`config.mk`:
```
export PLATFORM = sky130hd
export DESIGN_NAME = eppgi_top
export DESIGN_NICKNAME = d
export VERILOG_FILES = /design/src/eppgi_pkg.sv /design/src/eppgi_group.sv /design/src/eppgi_top.sv
export SDC_FILE = /design/constraint.sdc
export NUM_CORES = 1
export LEC_CHECK = 0
export ABC_AREA = 1
export ABC_CLOCK_PERIOD_IN_PS = 2700
export BUFFER_PORTS_ARGS = -buffer_cell sky130_fd_sc_hd__buf_2
export CAP_MARGIN = 20
export CELL_PAD_IN_SITES_DETAIL_PLACEMENT = 0
export CELL_PAD_IN_SITES_GLOBAL_PLACEMENT = 1
export CORE_MARGIN = 2
export CORE_UTILIZATION = 44
export CTS_CLUSTER_DIAMETER = 200
export DETAILED_ROUTE_END_ITERATION = 16
export PLACE_DENSITY_LB_ADDON = 0.1
export SYNTH_ARGS = -nofsm -noshare
export SYNTH_HDL_FRONTEND = slang
export SYNTH_SLANG_ARGS = --single-unit
export TNS_END_PERCENT = 50
```
`constraint.sdc`:
```
create_clock -name clk -period 2.7 [get_ports clk]
set_input_delay 0.81 -clock clk [delete_from_list [all_inputs] [get_ports clk]]
set_output_delay 0.81 -clock clk [all_outputs]
set_load 0.01 [all_outputs]
```
`src/eppgi_pkg.sv`:
```
package eppgi_pkg;
    // Bus geometry
    localparam int ADDR_W = 6;
    localparam int DATA_W = 32;
    localparam int GROUPS = 4;
    localparam int GROUP_W = 24;
    // Range sizes in bytes
    localparam int PORT_SPACE_BYTES = 32;
    localparam int CTRL_SPACE_BYTES = 64;
    // Port space offsets
    localparam logic [5:0] OFF_GROUP0 = 6'h00;
    localparam logic [5:0] OFF_GROUP1 = 6'h04;
    localparam logic [5:0] OFF_GROUP2 = 6'h08;
    localparam logic [5:0] OFF_GROUP3 = 6'h0C;
    // Control space offsets
    localparam logic [5:0] OFF_INT_CTRL_STATUS = 6'h38;
    // Group register fields
    localparam int FLD_A_LSB = 0;
    localparam int FLD_B_LSB = 8;
    localparam int FLD_C_LSB = 16;
    localparam int FLD_DIR_LSB = 24;
    localparam int DIR_W = 4;
    localparam int DIR_A = 0;
    localparam int DIR_B = 1;
    localparam int DIR_C_LOW = 2;
    localparam int DIR_C_HIGH = 3;
    // Port C pins used for interrupts in group 3
    localparam int IRQ_GROUP = 3;
    localparam int PIN_REQ = 22;
    localparam int PIN_EN_N = 23;
    // Interrupt control/status fields
    localparam int BIT_POLARITY = 6;
    localparam int BIT_INT_ENABLE = 12;
    localparam int BIT_PENDING = 17;
    localparam int BIT_MISSED = 23;
    // Reset values
    localparam logic [23:0] RST_GROUP_DATA = 24'h000000;
    localparam logic [3:0] RST_GROUP_DIR = 4'h0;
    localparam logic RST_INT_BIT = 1'b0;
    localparam logic [31:0] RST_RDATA = 32'h00000000;
endpackage

```
`src/eppgi_group.sv`:
```
module eppgi_group
    import eppgi_pkg::*;
(
    // Clock and reset
    input wire logic clk,
    input wire logic arst_n,
    // Register write
    input wire logic wrEn,
    input wire logic [31:0] wdata,
    // Terminals
    input wire logic [23:0] pinIn,
    output logic [23:0] pinOut,
    output logic [23:0] pinOe,
    // State for the read path
    output logic [23:0] dataReg,
    output logic [3:0] dirReg,
    output logic [23:0] syncIn
);
    logic [23:0] metaReg;
    logic [23:0] oeNext;
    logic [3:0] dirNext;

    ////////////////////////////////////////////////////////////////////////
    // Direction fan-out: A and B as whole bytes, C split in nibbles
    assign dirNext = wdata[FLD_DIR_LSB +: DIR_W];
    assign oeNext = {{4{dirNext[DIR_C_HIGH]}}, {4{dirNext[DIR_C_LOW]}},
        {8{dirNext[DIR_B]}}, {8{dirNext[DIR_A]}}};

    // Data and direction storage, shadow oe kept as its own flop
    always_ff @(posedge clk or negedge arst_n)
    begin
        if (!arst_n)
        begin
            dataReg <= RST_GROUP_DATA;
            dirReg <= RST_GROUP_DIR;
            pinOe <= {GROUP_W{1'b0}};
        end
        else if (wrEn)
        begin
            dataReg <= wdata[23:0];
            dirReg <= dirNext;
            pinOe <= oeNext;
        end
    end

    // Output bits drive the written data
    assign pinOut = dataReg;

    ////////////////////////////////////////////////////////////////////////
    // Two-stage synchroniser; only the second stage is read outside
    always_ff @(posedge clk or negedge arst_n)
    begin
        if (!arst_n)
        begin
            metaReg <= {GROUP_W{1'b0}};
            syncIn <= {GROUP_W{1'b0}};
        end
        else
        begin
            metaReg <= pinIn;
            syncIn <= metaReg;
        end
    end
endmodule

```
`src/eppgi_top.sv`:
```
//Contract
//- Four group data/direction registers sit at port offsets 0x0..0xC.
//- Writing one to bit 12 at control 0x38 enables interrupt service.
//- Writing ones to bits 17 and 23 clears pending and missed.
//- Ports A, B whole-byte direction; port C nibbles independent.
//- Output bits drive the values written by the host.
//- Input bits capture terminal levels, readable by polling.
//- With bit 12 set, inputs are delivered via the interrupt path.
//- Writing zero to bits 12 and 6 clears enable and polarity.
//- Port register space spans exactly 32 bytes.
//- Control register space spans exactly 64 bytes.
//- Unconnected map jumper selects emulation with the primary map.
//- Accepted interrupt edge sets pending bit 17 and requests service.
//- Edge while pending is ignored and sets the single missed bit.
//- With service on, group 3 port C bits 6/7 are request and enable_n.
//- Interrupt control/status bits reset to zero.
module eppgi_top
    import eppgi_pkg::*;
(
    // Clock and reset
    input wire logic clk,
    input wire logic arst_n,
    // Register access, one strobe per access
    input wire logic ctrlSpaceSel,
    input wire logic portSpaceSel,
    input wire logic [5:0] addr,
    input wire logic wrStrobe,
    input wire logic rdStrobe,
    input wire logic [31:0] wdata,
    output logic [31:0] rdata,
    output logic rdValid,
    // Map select jumper, high when fitted
    input wire logic mapSelJumper,
    // Port terminals of all groups
    input wire logic [95:0] portIn,
    output logic [95:0] portOut,
    output logic [95:0] portOe,
    // Host interrupt request
    output logic irqReq
);
    logic [23:0] grpData [GROUPS];
    logic [3:0] grpDir [GROUPS];
    logic [23:0] grpSync [GROUPS];
    logic [23:0] snapReg [GROUPS];
    logic [23:0] grpRead [GROUPS];
    logic [GROUPS-1:0] grpWr;
    logic jumperMeta, jumperSync;
    logic polarityReg, intEnableReg, pendingReg, missedReg;
    logic reqPrevReg;
    logic primaryMap, portHit, ctrlHit, ctrlWr;
    logic reqLevel, enLevelN, riseEdge, fallEdge, edgeSeen, accepted;
    logic portAligned, portInRange, freshEdge, missEdge;
    logic clrPending, clrMissed, pendingNext, missedNext;
    logic [31:0] intReadWord, rdataNext;
    logic [1:0] grpIdx;

    ////////////////////////////////////////////////////////////////////////
    // Jumper is a pin, so it is synchronised before use
    // Sampled live: moving the jumper needs no reset, only two clocks
    always_ff @(posedge clk or negedge arst_n)
    begin
        if (!arst_n)
        begin
            jumperMeta <= 1'b0;
            jumperSync <= 1'b0;
        end
        else
        begin
            jumperMeta <= mapSelJumper;
            jumperSync <= jumperMeta;
        end
    end

    // Alternate map is unsupported: with the jumper fitted nothing decodes
    // Writes are dropped there and reads return zero
    assign primaryMap = ~jumperSync;

    ////////////////////////////////////////////////////////////////////////
    // Address decode; port range uses 5 offset bits, control range 6
    // Misaligned or unmapped offsets fall through and read as zero
    assign portAligned = (addr[1:0] == 2'h0);
    // Only the low half of the 32-byte range holds registers
    assign portInRange = (addr[5] == 1'b0) & (addr[4:2] < 3'h4);
    assign portHit = portSpaceSel & primaryMap & portInRange
        & portAligned;
    assign ctrlHit = ctrlSpaceSel & primaryMap
        & (addr == OFF_INT_CTRL_STATUS);
    assign grpIdx = addr[3:2];
    // Control writes need a full decode hit as well as the strobe
    assign ctrlWr = ctrlHit & wrStrobe;

    ////////////////////////////////////////////////////////////////////////
    // Port groups, one instance each
    genvar g;
    generate
        for (g = 0; g < GROUPS; g++)
        begin : gen_group
            assign grpWr[g] = portHit & wrStrobe & (grpIdx == 2'(g));
            // Each group owns its data, direction and input synchroniser
            eppgi_group u_group (
                .clk(clk),
                .arst_n(arst_n),
                .wrEn(grpWr[g]),
                .wdata(wdata),
                .pinIn(portIn[g*GROUP_W +: GROUP_W]),
                .pinOut(portOut[g*GROUP_W +: GROUP_W]),
                .pinOe(portOe[g*GROUP_W +: GROUP_W]),
                .dataReg(grpData[g]),
                .dirReg(grpDir[g]),
                .syncIn(grpSync[g])
            );
            // Polling shows live inputs; interrupt mode shows the latch
            // Group 3 bits six and seven also read the latch in interrupt mode
            assign grpRead[g] = intEnableReg ? snapReg[g] : grpSync[g];
            // Snapshot from the edge that set pending; a miss leaves it
            always_ff @(posedge clk or negedge arst_n)
            begin
                if (!arst_n)
                    snapReg[g] <= {GROUP_W{1'b0}};
                else if (freshEdge)
                    snapReg[g] <= grpSync[g];
            end
        end
    endgenerate

    ////////////////////////////////////////////////////////////////////////
    // Edge detection on synchronised group 3 port C bit six; bit seven is a level enable
    // Limitation: a request pulse shorter than one clock may be lost
    // Previous level starts at zero, the idle level of an unused input
    assign reqLevel = grpSync[IRQ_GROUP][PIN_REQ];
    assign enLevelN = grpSync[IRQ_GROUP][PIN_EN_N];
    assign riseEdge = reqLevel & ~reqPrevReg;
    assign fallEdge = ~reqLevel & reqPrevReg;
    // Polarity zero selects the rising edge
    // Enable pin is active low and must stay low while edges arrive
    assign edgeSeen = polarityReg ? fallEdge : riseEdge;
    assign accepted = intEnableReg & ~enLevelN & edgeSeen;

    // Write-one clears; a new event in the same cycle wins
    assign clrPending = ctrlWr & wdata[BIT_PENDING];
    assign clrMissed = ctrlWr & wdata[BIT_MISSED];
    // An edge in the cycle of a pending clear starts a new event, no miss
    assign freshEdge = accepted & (~pendingReg | clrPending);
    assign missEdge = accepted & pendingReg & ~clrPending;
    assign pendingNext = accepted | (pendingReg & ~clrPending);
    // One sticky bit only: further misses add nothing
    assign missedNext = missEdge | (missedReg & ~clrMissed);

    // Interrupt control/status state, all clear after reset
    // Host writes load polarity and enable; pending and missed only clear
    // Request mirrors pending from a flop, so the host line never glitches
    always_ff @(posedge clk or negedge arst_n)
    begin
        if (!arst_n)
        begin
            polarityReg <= RST_INT_BIT;
            intEnableReg <= RST_INT_BIT;
            pendingReg <= RST_INT_BIT;
            missedReg <= RST_INT_BIT;
            reqPrevReg <= 1'b0;
            irqReq <= 1'b0;
        end
        else
        begin
            if (ctrlWr)
            begin
                polarityReg <= wdata[BIT_POLARITY];
                intEnableReg <= wdata[BIT_INT_ENABLE];
            end
            pendingReg <= pendingNext;
            missedReg <= missedNext;
            reqPrevReg <= reqLevel;
            irqReq <= pendingNext;
        end
    end

    ////////////////////////////////////////////////////////////////////////
    // Read path: output bits return written data, input bits the pins when polling, the latch in interrupt mode
    // Group word layout:
    //   [23:0]  data bytes, port A lowest, port C highest
    //   [27:24] direction of A, B, C low nibble, C high nibble
    //   [31:28] always zero
    // Limitation: no byte enables, every access moves a whole word
    function automatic logic [31:0] groupWord(input logic [23:0] data,
        input logic [3:0] dir, input logic [23:0] pins);
        logic [23:0] oe;
        oe = {{4{dir[DIR_C_HIGH]}}, {4{dir[DIR_C_LOW]}},
            {8{dir[DIR_B]}}, {8{dir[DIR_A]}}};
        groupWord = {4'h0, dir, (oe & data) | (~oe & pins)};
    endfunction

    // Interrupt word: four defined bits, every other bit reads zero
    // Pending and missed read back whether or not service is enabled
    assign intReadWord = ({31'h0, polarityReg} << BIT_POLARITY)
        | ({31'h0, intEnableReg} << BIT_INT_ENABLE)
        | ({31'h0, pendingReg} << BIT_PENDING)
        | ({31'h0, missedReg} << BIT_MISSED);
    // Unmapped offsets in either range read as zero
    assign rdataNext = portHit
        ? groupWord(grpData[grpIdx], grpDir[grpIdx], grpRead[grpIdx])
        : (ctrlHit ? intReadWord : 32'h00000000);

    // Read answer registered one cycle after the strobe
    // Every read answers, even unmapped or blocked, so the host never stalls
    always_ff @(posedge clk or negedge arst_n)
    begin
        if (!arst_n)
        begin
            rdata <= RST_RDATA;
            rdValid <= 1'b0;
        end
        else
        begin
            rdValid <= rdStrobe;
            if (rdStrobe)
                rdata <= rdataNext;
        end
    end
endmodule
```
Word-level counts from Yosys, hierarchy flattened
Cells that the tools add are included.

Reduce and logical (&&, ||, !) cells: 2. Multiplexer cells: 16. Bitwise operators: 42. Eq/ne operators: 4. Magnitude comparators: 2.

Operator list (number): $mux 24 (9); $bmux 24 s2 (2); $and 24x24->24 (2); $mux 28 (1); $not 24->24 (1); $or 18x24->24 (1); $or 24x24->24 (1); $and 1x1->1 (23); $or 13x18->18 (1); $or 7x13->13 (1); $bmux 4 s2 (1); $mux 4 (2); $not 1->1 (8); $eq 6x6->1 const B (1); $eq 2x2->1 const B (2); $logic_not 2->1 (2); $ge 3x3->1 const B (1); $lt 3x3->1 const B (1); $not 2->3 (1); $or 1x1->1 (3); $eq 2x1->1 const B (1); $mux 1 (1).

Word-level logic and storage cells: 99. Bits of input ports: 141. Output and inout bits: 226. Bits in registers: 524.

Logic depth before layout (Yosys ltp)
Gate-level depths: netlist of the first run.

Word-level depth: 8. Gate-level depth with buffers: 12. Depth with buffers taken out: 9.

Hierarchy
From an unflattened synthesis of the first run, not the netlist that was laid out.

Cell total of the unflattened synthesis: 2105. Area total of the unflattened synthesis: 18586.6 µm².

By module, submodules not included: eppgi_group (seq. area each 1901.8 µm², cells each 214, area each 2637.5 µm², instances 4); eppgi_top (seq. area each 3303.2 µm², cells each 1249, area each 8036.5 µm², instances 1).

Worst setup path after synthesis of the first run
No wires, ideal clock.

Kind: input -> register. Start point: input port addr[3]. End point: register snapReg[54] in the netlist's numbering. Buffers on the path: 3. Arrival: 2.052 ns. Stages on the path: 10. Data required time: 2.583 ns. Library setup time: 0.117 ns. Setup slack: 0.531 ns. Cells stage by stage: buf_4 nand2_1 nor2_2 nand3_2 o21ai_4 nand2_2 buf_6 buf_2 nand2_1 nand2_1.

Longest elaborated chain between the ends: 6.

RTL lines: start, declared (RTL line eppgi_top.sv:26) `input wire logic [5:0] addr,`; $eq 6x6->1 (RTL line eppgi_top.sv:87) `& (addr == OFF_INT_CTRL_STATUS);`; $and 1x1->1 (RTL line eppgi_top.sv:87); $and 1x1->1 (RTL line eppgi_top.sv:90) `assign ctrlWr = ctrlHit & wrStrobe;`; $and 1x1->1 (RTL line eppgi_top.sv:140) `assign clrPending = ctrlWr & wdata[BIT_PENDING];`; $or 1x1->1 (RTL line eppgi_top.sv:143) `assign freshEdge = accepted & (~pendingReg | clrPending);`; $and 1x1->1 (RTL line eppgi_top.sv:143); end signal, assigned by index (RTL line eppgi_top.sv:119) `snapReg[g] <= {GROUP_W{1'b0}};`; end signal, assigned by index (RTL line eppgi_top.sv:121) `snapReg[g] <= grpSync[g];`; end, declared (RTL line eppgi_top.sv:44) `logic [23:0] snapReg [GROUPS];`.

No other way between the ends. A chain may end at the register's enable or synchronous reset.

==> results.toml, run 1 <==
[cts]
clk_latency_ns = 0.58
htreeDepth = 2
clock_sinks = 436
numCtsBuffers = 46
post_cts_buffers = 0
clkTransAtPathRegs_ns = 0.06
cts-hold-fix-buffers = 0
root_buffer = "clkbuf_16"
cts_tree = "done"
cts_resized = 0
cts_max_path_buffers = 3

[layout]
drive_above_1_share_pct = 22.9
area_growth_pct = 22.0
layout.cells.non_filler = 2741
final_nets = 2327

[detailed_routing]
drtPass1Iterations = 5
routed_wl_um = 52400
vias = 13700
dr.first_iter.drc_count = 1135
drc = 0
ant_nets = 0
wl_per_cell_um = 19.1
via_per_inst = 5.00

[worst_setup_path]
cp_top_family = "flip-flops"
critical_path_class = "register to output port"
path_cells = "buf_2"
worst_setup_path_start_kind = "register"
path_buf_inv = 1
path_depth = 1
cp_slowest_cell = "dfrtp_1"
reg2reg_depth = 8
crit_fanout = 10
worstPathArrival_ns = 1.41
cpPeakStageDelay_ns = 0.62
crit_required_ns = 1.89
endpoint_kind = "output port"

[global_route]
antenna_found_initial = 2
gr-total-overflow = 0
track_usage_pct = 25.7
grt_max_degree = 96
grt_pass1_wl_um = 79100
grt_pass1_vias = 13100

[timing]
whs_ns = 0.149
finClkSkew_ns = 0.0151
setup_viol = 0
fin_crit_sh_pct = 82.2
tns_ns = 0
rsz0062_at_grt = "no"
maxSlewViolCount = 0
fin_crit_ns = 2.22
maxSlewHeadroom_pct = 57.3
tightestPinTransition_ns = 0.640
final_hold_viol_count = 0
clock.fmax_mhz = 451

[logic_synthesis]
yosysWarnings = 0
netlist-cell-type-count = 22
ys_seq_area_share_pct = 62.9
syn_avg_cell_area_um2 = 9.09
ys_ff_latch = 436
synth_top_area_share_pct = 62.9
netlist_instances = 1907
synth_area_um2 = 17300
synth.area.top_cells = "dfrtp_1 63%, nand2_1 13%, o21ai_0 5.8%"
synth_largest_area_cell = "dfrtp_1"

[min_path]
hold_class = "input pin to async pin"

[run]
maxCapViolations = 0

[power]
p_comb_share_pct = 7.5
p_per_area_nw_per_um2 = 722
clkPwrFrac_pct = 46.9
power_switching_mw = 3.59
p_sw_share_pct = 23.5
seqPwrFrac_pct = 45.6
leakagePower_nw = 11.4
vdd_ir_drop_max_mv = 0.677
p_int_mw = 11.7

[placement]
hpwl_um = 36400
placed_cells = 2656
gp_congestion = 0.839
placement.io_buffers = 358

[die]
dieArea_um2 = 41000
boundaryPins = 367
die_h_um = 202
start_util_pct = 44.8
core_um2 = 38700
rows = 72
die_w_um = 202

[run_status]
status = "finished clean"
## worst reg2reg max path, cell delays in order, from the launching register on
cell and delay, ns:
dfrtp_1 0.43, nor3_2 0.35, buf_4 0.20, nand3_2 0.14
o21ai_4 0.24, nand2_2 0.09, buf_12 0.20, nand2_1 0.29
nand2_1 0.06
## placed cells by master (no fill, tap or decap), types with 3 or more instances in the layout
cell type / synthesis / final
a21oi_1: 30 / 30
buf_12: 0 / 17
buf_2: 25 / 357
buf_4: 87 / 39
bufinv_16: 0 / 12
clkbuf_1: 66 / 6
clkbuf_16: 0 / 46
clkbuf_8: 0 / 7
clkinv_1: 3 / 3
clkinv_2: 0 / 4
clkinvlp_4: 0 / 3
conb_1: 1 / 4
dfrtp_1: 436 / 435
inv_1: 76 / 75
inv_2: 2 / 3
nand2_1: 599 / 595
nand2_2: 1 / 5
nand3_1: 165 / 165
nor2_1: 199 / 196
nor2_2: 1 / 4
o21ai_0: 201 / 201
## cell usage after synthesis
cell and n:
buf_1 8, nor3_2 2, a21oi_1 30, nand4_1 1, nand2_1 599, buf_2 25, conb_1 1, nand3_2 1
o21ai_0 201, clkinv_1 3, dfrtp_1 436, buf_4 87, o211ai_1 1, inv_1 76, o21ai_4 1, nand2_2 1
nor2_2 1, nand3_1 165, nor2_1 199, inv_2 2, clkbuf_1 66, buf_6 1
## power groups by stage
stage	clock, mW	sequential, mW	combinational (mW)
floorplan	0	7.06	0.519
global placement	0	7.07	1.15
detailed placement	0	7.08	1.16
CTS	7.32	6.96	1.17
global route	7.60	6.98	1.28
finish	7.16	6.96	1.15
## layer usage
metal | vias to the layer above | track usage, % | wire (um)
li1 | 6498 | - | -
met1 | 6637 | 34.4 | 21900
met2 | 467 | 41.9 | 25500
met3 | 95 | 4.17 | 2950
met4 | 0 | 10.7 | 2030
met5 | - | 0 | 0
## stage by stage
| stage | setup WS (ns) | power, mW | instance area (um^2) | util, % |
|---|---|---|---|---|
| global route | 0.433 | 15.9 | 21100 | 54.6 |
| finish | 0.481 | 15.3 | 21100 | 54.6 |
| global placement | -0.221 | 8.23 | 19400 | 50.0 |
| CTS | 0.425 | 15.4 | 21100 | 54.6 |
| detailed placement | 0.0624 | 8.24 | 19400 | 50.1 |
| floorplan | 0.531 | 7.58 | 17300 | - |
## registers in the layout (all words and copies together), names as in the netlist
| signal | flops |
|---|---|
| gen_group.u_group.dataReg | 96 |
| gen_group.u_group.metaReg | 96 |
| gen_group.u_group.syncIn | 96 |
| snapReg | 96 |
| rdata | 28 |
| gen_group.u_group.dirReg | 16 |
| intEnableReg | 1 |
| jumperMeta | 1 |
| jumperSync | 1 |
| missedReg | 1 |
| pendingReg | 1 |
| polarityReg | 1 |
| rdValid | 1 |
| reqPrevReg | 1 |
## path summary, 6_finish.rpt
check / slack (ns) / from / endpoint
setup / recovery: 0.48 / gen_group[2].u_group.dirReg[0] / portOe[54]
hold / removal: 0.15 / arst_n / gen_group[0].u_group.metaReg[16]
setup reg to reg: 0.57 / jumperSync / snapReg[25]
hold reg to reg: 0.35 / gen_group[0].u_group.metaReg[13] / gen_group[0].u_group.syncIn[13]
max in group asynchronous: 1.69 / arst_n / gen_group[2].u_group.metaReg[9]
min in group clk: 0.34 / portIn[62] / gen_group[2].u_group.metaReg[14]
## layout make-up
cell class                 instances  area, um^2
inverter                          81         304
multi-input combinational       1206        5090
clock inverter                    24         468
tap                              518         648
timing repair buffer             415        2450
fill                            3597       17600
antenna                            2        5.00
sequential                       436       10900
clock buffer                      59        1270
## kinds of logic (layout without fill, tap and decap cells)
| family | count (synthesis) | in the layout | share of synthesized area [%] |
|---|---|---|---|
| buffers and inverters | 268 | 579 | 7.91 |
| AOI/OAI and AO/OA | 233 | 233 | 6.81 |
| and+or+nand+nor | 969 | 969 | 22.3 |
| DFF | 436 | 436 | 62.9 |
| other | 1 | 6 | 0.0216 |
(Power assumes the default switching activity.)
==> run 2, diff against run 1 <==
--- a/config.mk
+++ b/config.mk
@@ -5,14 +5,14 @@
 export SDC_FILE = /design/constraint.sdc
 export NUM_CORES = 1
 export LEC_CHECK = 0
-export ABC_AREA = 1
-export ABC_CLOCK_PERIOD_IN_PS = 2700
+export ABC_AREA = 0
+export ABC_CLOCK_PERIOD_IN_PS = 2040
 export BUFFER_PORTS_ARGS = -buffer_cell sky130_fd_sc_hd__buf_2
 export CAP_MARGIN = 20
 export CELL_PAD_IN_SITES_DETAIL_PLACEMENT = 0
 export CELL_PAD_IN_SITES_GLOBAL_PLACEMENT = 1
 export CORE_MARGIN = 2
-export CORE_UTILIZATION = 44
+export CORE_UTILIZATION = 41
 export CTS_CLUSTER_DIAMETER = 200
 export DETAILED_ROUTE_END_ITERATION = 16
 export PLACE_DENSITY_LB_ADDON = 0.1
==> constraint.sdc (replaced) <==
create_clock -name clk -period 2.04 [get_ports clk]
set_input_delay 0.612 -clock clk [delete_from_list [all_inputs] [get_ports clk]]
set_output_delay 0.612 -clock clk [all_outputs]
set_load 0.01 [all_outputs]
==> results.toml, run 2 <==
[logic_synthesis]
yosysWarnings = 0
synth_area_um2 = 17100
async_reset_ff_share_pct = 100
syn_avg_cell_area_um2 = 16.3
synth_edf_count = 0
ys_ff_latch = 436
netlist-cell-type-count = 43
synth.area.top_cells = "dfrtp_1 64%, mux2_2 11%, mux4_2 7.4%"
netlist_instances = 1046
yosysMostFrequentCell = "dfrtp_1"
synth_ff_type = "dfrtp_1"
synth_largest_area_cell = "dfrtp_1"
synth_top_area_share_pct = 63.8
synthTopCellsByCount = "436 x dfrtp_1, 171 x mux2_2, 89 x buf_4"
ys_seq_area_share_pct = 63.8

[detailed_routing]
via_per_inst = 4.97
drc = 0
dr.first_iter.drc_count = 473
ant_nets = 0
routed_wl_um = 42600
drtPass1Iterations = 4
vias = 9892
wl_per_cell_um = 21.4

[run]
maxCapViolations = 0

[placement]
hpwl_um = 30000
gp_congestion = 0.791
dpl_cell_area_um2 = 19900
placement.io_buffers = 358

[cts]
cts_tree = "done"
htreeDepth = 2
numCtsBuffers = 46
clkTransAtPathRegs_ns = 0.06
root_buffer = "clkbuf_16"
clk_latency_ns = 0.57
cts_max_path_buffers = 3
clock_sinks = 436

[timing]
fin_crit_sh_pct = 102
finClkSkew_ns = 0.0203
maxSlewViolCount = 0
setup_viol = 60
fin_ws_ns = -0.0440
final_hold_viol_count = 0
clock.fmax_mhz = 480
rsz0062_at_grt = "yes"
fin_crit_ns = 2.08

[worst_setup_path]
crit_fanout = 60
worst_setup_path_start_kind = "register"
crit_required_ns = 2.48
critical_path_class = "register to register"
worstPathArrival_ns = 2.53
endpoint_kind = "register"

[layout]
multi_input_area_um2 = 5400
final_common_cell = "dfrtp_1"
area_growth_pct = 26.3
final_nets = 1564
design_area_um2 = 21600
ff_latch_area_um2 = 10900
drive_above_1_share_pct = 56.2
final_util_pct = 52.7
final_cell_mix = "435 x dfrtp_1, 355 x buf_2, 127 x mux2_2, 83 x mux2_4, 75 x buf_4"
fill_cells = 3493

[die]
dieArea_um2 = 43400
start_util_pct = 41.7
die_h_um = 208
boundaryPins = 367
rows = 74
die_w_um = 208
core_um2 = 41000

[power]
vdd_ir_drop_max_mv = 0.574
seqPwrFrac_pct = 48.0
p_per_area_nw_per_um2 = 885
p_int_mw = 14.7
leakagePower_nw = 11.0
clkPwrFrac_pct = 43.8
p_sw_share_pct = 23.1
power_switching_mw = 4.41
p_comb_share_pct = 8.2

[global_route]
antenna_found_initial = 1
grt_pass1_vias = 10500
gr-total-overflow = 0
track_usage_pct = 19.8
grt_pass1_wl_um = 65200
grt_max_degree = 91

[run_status]
violations = "negative setup slack"
status = "complete, but fails checks"

[min_path]
hold_class = "input pin to register"
-- run 2: final cells by class --
| class | count | share of cell area [%] |
|---|---|---|
| diodes | 1 | 0.0116 |
| clock inverters | 23 | 1.09 |
| clock buffers | 59 | 5.97 |
| inverters | 26 | 0.452 |
| repair buffers | 463 | 13.8 |
| well taps | 532 | 3.08 |
| multi-input cells | 450 | 25.0 |
| flip-flops and latches | 436 | 50.5 |
-- run 2: cells by family (layout without fill, tap and decap cells) --
logic type             after synthesis  in the layout  synth area share [%]
AOI/OAI and AO/OA                   77             77                  3.53
buffers and inverters              163            571                  5.92
DFF                                436            436                  63.8
muxes                              314            314                  24.9
other                                1              5                0.0219
and+or+nand+nor                     55             55                  1.82
-- run 2: power groups by stage --
stage	clock (mW)	combinational (mW)	sequential (mW)
floorplan	0	0.715	9.33
global placement	0	1.60	9.32
detailed placement	0	1.60	9.33
CTS	8.64	1.61	9.18
global route	9.01	1.72	9.21
finish	8.37	1.58	9.17
-- run 2: final timing paths --
| path | from | end | slack [ns] | cells past startpoint |
|---|---|---|---|---|
| max | jumperSync | snapReg[75] | -0.04 | 5 |
| min | portIn[52] | gen_group[2].u_group.metaReg[4] | 0.15 | 1 |
| max reg2reg | jumperSync | snapReg[75] | -0.04 | 5 |
| min reg2reg | gen_group[3].u_group.metaReg[11] | gen_group[3].u_group.syncIn[11] | 0.34 | 0 |
| max in group asynchronous | arst_n | gen_group[3].u_group.metaReg[11] | 0.77 | 4 |
| min in group asynchronous | arst_n | gen_group[2].u_group.dataReg[18] | 0.52 | 2 |
-- run 2: worst max-delay path: stages (launching register included) --
cell      delay (ns)
dfrtp_1         0.36
or3_4           0.44
o41ai_4         0.34
nand4b_4        0.18
buf_12          0.25
mux2_4          0.34
-- run 2: stage by stage --
stage | setup TNS, ns | setup WS [ns] | hold slack [ns] | power, mW | instances
finish | -1.06 | -0.0440 | 0.150 | 19.1 | 1990
global route | -7.93 | -0.0984 | 0.122 | 19.9 | 1989
CTS | -0.505 | -0.0274 | 0.109 | 19.4 | 1984
detailed placement | -70.11 | -0.375 | 0.335 | 10.9 | 1901
global placement | -68.55 | -0.364 | 0.331 | 10.9 | 1901
floorplan | -23.93 | -0.182 | 0.316 | 10.0 | 1049
-- run 2: layer usage --
layer | global-route usage [%] | wire (um)
met3 | 4.00 | 2140
met1 | 27.4 | 19000
met2 | 31.8 | 20500
met5 | 0 | 13
met4 | 6.15 | 997
-- run 2: repair_timing --
item | 4_1_cts | 5_1_grt
buffers inserted | 0 | 3
setup endpoints to repair | 40 | 174
hold buffers | 1 | 0
pin swaps | 0 | 3
endpoints found under the hold margin | 21 | 0
resized for setup | 1 | 13
cloned | 0 | 2
==> run 3, diff against run 2 <==
--- a/config.mk
+++ b/config.mk
@@ -6,13 +6,13 @@
 export NUM_CORES = 1
 export LEC_CHECK = 0
 export ABC_AREA = 0
-export ABC_CLOCK_PERIOD_IN_PS = 2040
+export ABC_CLOCK_PERIOD_IN_PS = 2130
 export BUFFER_PORTS_ARGS = -buffer_cell sky130_fd_sc_hd__buf_2
 export CAP_MARGIN = 20
 export CELL_PAD_IN_SITES_DETAIL_PLACEMENT = 0
 export CELL_PAD_IN_SITES_GLOBAL_PLACEMENT = 1
 export CORE_MARGIN = 2
-export CORE_UTILIZATION = 41
+export CORE_UTILIZATION = 45
 export CTS_CLUSTER_DIAMETER = 200
 export DETAILED_ROUTE_END_ITERATION = 16
 export PLACE_DENSITY_LB_ADDON = 0.1
==> constraint.sdc (replaced) <==
create_clock -name clk -period 2.13 [get_ports clk]
set_input_delay 0.639 -clock clk [delete_from_list [all_inputs] [get_ports clk]]
set_output_delay 0.639 -clock clk [all_outputs]
set_load 0.01 [all_outputs]
==> results.toml, run 3 (synthesis results as in run 2) <==
[run_status]
status = "finished clean"

[timing]
final_hold_viol_count = 0
clock.fmax_mhz = 479
maxSlewHeadroom_pct = 64.1
tightestPinTransition_ns = 0.536
setup_viol = 0
fin_crit_ns = 2.09
fin_crit_sh_pct = 98.0
maxSlewViolCount = 0
whs_ns = 0.171
finClkSkew_ns = 0.0165
rsz0062_at_grt = "no"

[cts]
htreeDepth = 2
clk_latency_ns = 0.57
clock_sinks = 436
numCtsBuffers = 47
cts_tree = "done"
cts_max_path_buffers = 3
root_buffer = "clkbuf_16"
clkTransAtPathRegs_ns = 0.06
post_cts_buffers = 0

[worst_setup_path]
endpoint_kind = "register"
worstPathArrival_ns = 2.53
reg2reg_depth = 5
reg2reg_from = "jumperSync"
crit_fanout = 50
critical_path_class = "register to register"
r2r_slack_ns = 0.04
worst_setup_path_start_kind = "register"
path_cells = "or3_4, o41ai_4, nand4b_4, buf_12, mux2_4"
cpPeakStageDelay_ns = 0.45
cp_slowest_cell = "or3_4"
crit_required_ns = 2.58
r2r_end = "snapReg[61]"

[detailed_routing]
drc = 0
via_per_inst = 5.03
wl_met1_um = 18000
drtPass1Iterations = 4
routed_wl_um = 40900
dr.first_iter.drc_count = 368
top_layer = "met5"
met3_length_um = 2020
wl_per_cell_um = 20.8
ant_nets = 0
wl_met2_um = 20000
vias = 9899

[global_route]
track_usage_pct = 21.1
grt_pass1_vias = 10200
antenna_found_initial = 5
gr-total-overflow = 0
grt_pass1_wl_um = 61900
grt_max_degree = 84

[placement]
hpwl_um = 29000
placed_cells = 1879
gp_congestion = 0.798
placement.io_buffers = 358

[layout]
final_cell_mix = "435 x dfrtp_1, 355 x buf_2, 131 x mux2_2, 79 x mux2_4, 75 x buf_4"
fill_cells = 3085
final_common_cell = "dfrtp_1"
drive_above_1_share_pct = 55.8
final_nets = 1559
final_util_pct = 57.3
layout.cells.non_filler = 1968
area_growth_pct = 25.9

[die]
rows = 71
die_w_um = 199
boundaryPins = 367
dieArea_um2 = 39600
start_util_pct = 45.5
core_um2 = 37600
die_h_um = 199

[min_path]
hold_class = "input pin to register"
hold_end = "gen_group[1].u_group.metaReg[2]"
min_path_cells = 1
hold_path.startpoint = "portIn[26]"

[power]
p_per_area_nw_per_um2 = 872
leakagePower_nw = 10.9
p_total_mw = 18.8
vdd_ir_drop_max_mv = 0.635

[run]
maxCapViolations = 0
## run 3: cell types whose count changed in the layout (fill, tap and decap cells not counted), sizes merged
cell	before	now
clkinv	16	10
inv	25	26
clkbuf	61	66
diode	1	3
buf	460	456
clkinvlp	4	3
bufinv	4	6
## run 3: report_power, final
part	internal [mW]	switching (mW)
Clock	5.21	3.30
Sequential	8.60	0.189
Combinational	0.707	0.760
Total	14.5	4.25
## run 3: critical path: cells and delay by family (launching register included)
family | cells | cell delay [ns]
AO/OA/AOI/OAI | 1 | 0.31
buffers and inverters | 1 | 0.23
flip-flops | 1 | 0.36
multiplexers | 1 | 0.35
AND/OR/NAND/NOR | 2 | 0.63
## run 3: worst max-delay path by stage
stage,slack [ns],endpoint,start,cells past startpoint
detailed placement,-0.32,rdata[6],addr[0],6
global placement,-0.30,rdata[6],addr[0],6
finish,0.04,snapReg[61],jumperSync,5
global route,0.001,snapReg[68],jumperSync,5
floorplan,-0.12,gen_group[1].u_group.dataReg[10],addr[0],6
CTS,0.01,rdata[10],intEnableReg,4
## run 3: timing repair
item,4_1_cts,5_1_grt
endpoints found under the setup margin,0,4
hold buffers,1,0
gates resized for setup,0,4
endpoints found under the hold margin,19,0
## run 3: metrics by stage
stage	TNS, ns	setup WS, ns	area, um^2
3_3_place_gp	-53.31	-0.302	19800
5_1_grt	0	0.00115	21500
6_report	0	0.0426	21500
4_1_cts	0	0.0146	21500
3_5_place_dp	-56.82	-0.318	19800
2_1_floorplan	-11.82	-0.119	17300
## run 3: metal layers
metal	vias to the layer above	global-route usage, %
met5	-	0
met4	2	7.16
met3	56	3.87
met2	248	33.7
met1	5158	29.2
li1	4435	-
## run 3: final cells by class
cell class	count	area [um^2]	area share, %
clock inverters	19	268	1.24
well taps	511	639	2.97
multi-input cells	450	5380	25.0
flip-flops and latches	436	10900	50.7
diodes	3	7.51	0.0349
inverters	26	97.6	0.453
repair buffers	457	2860	13.3
clock buffers	66	1370	6.36
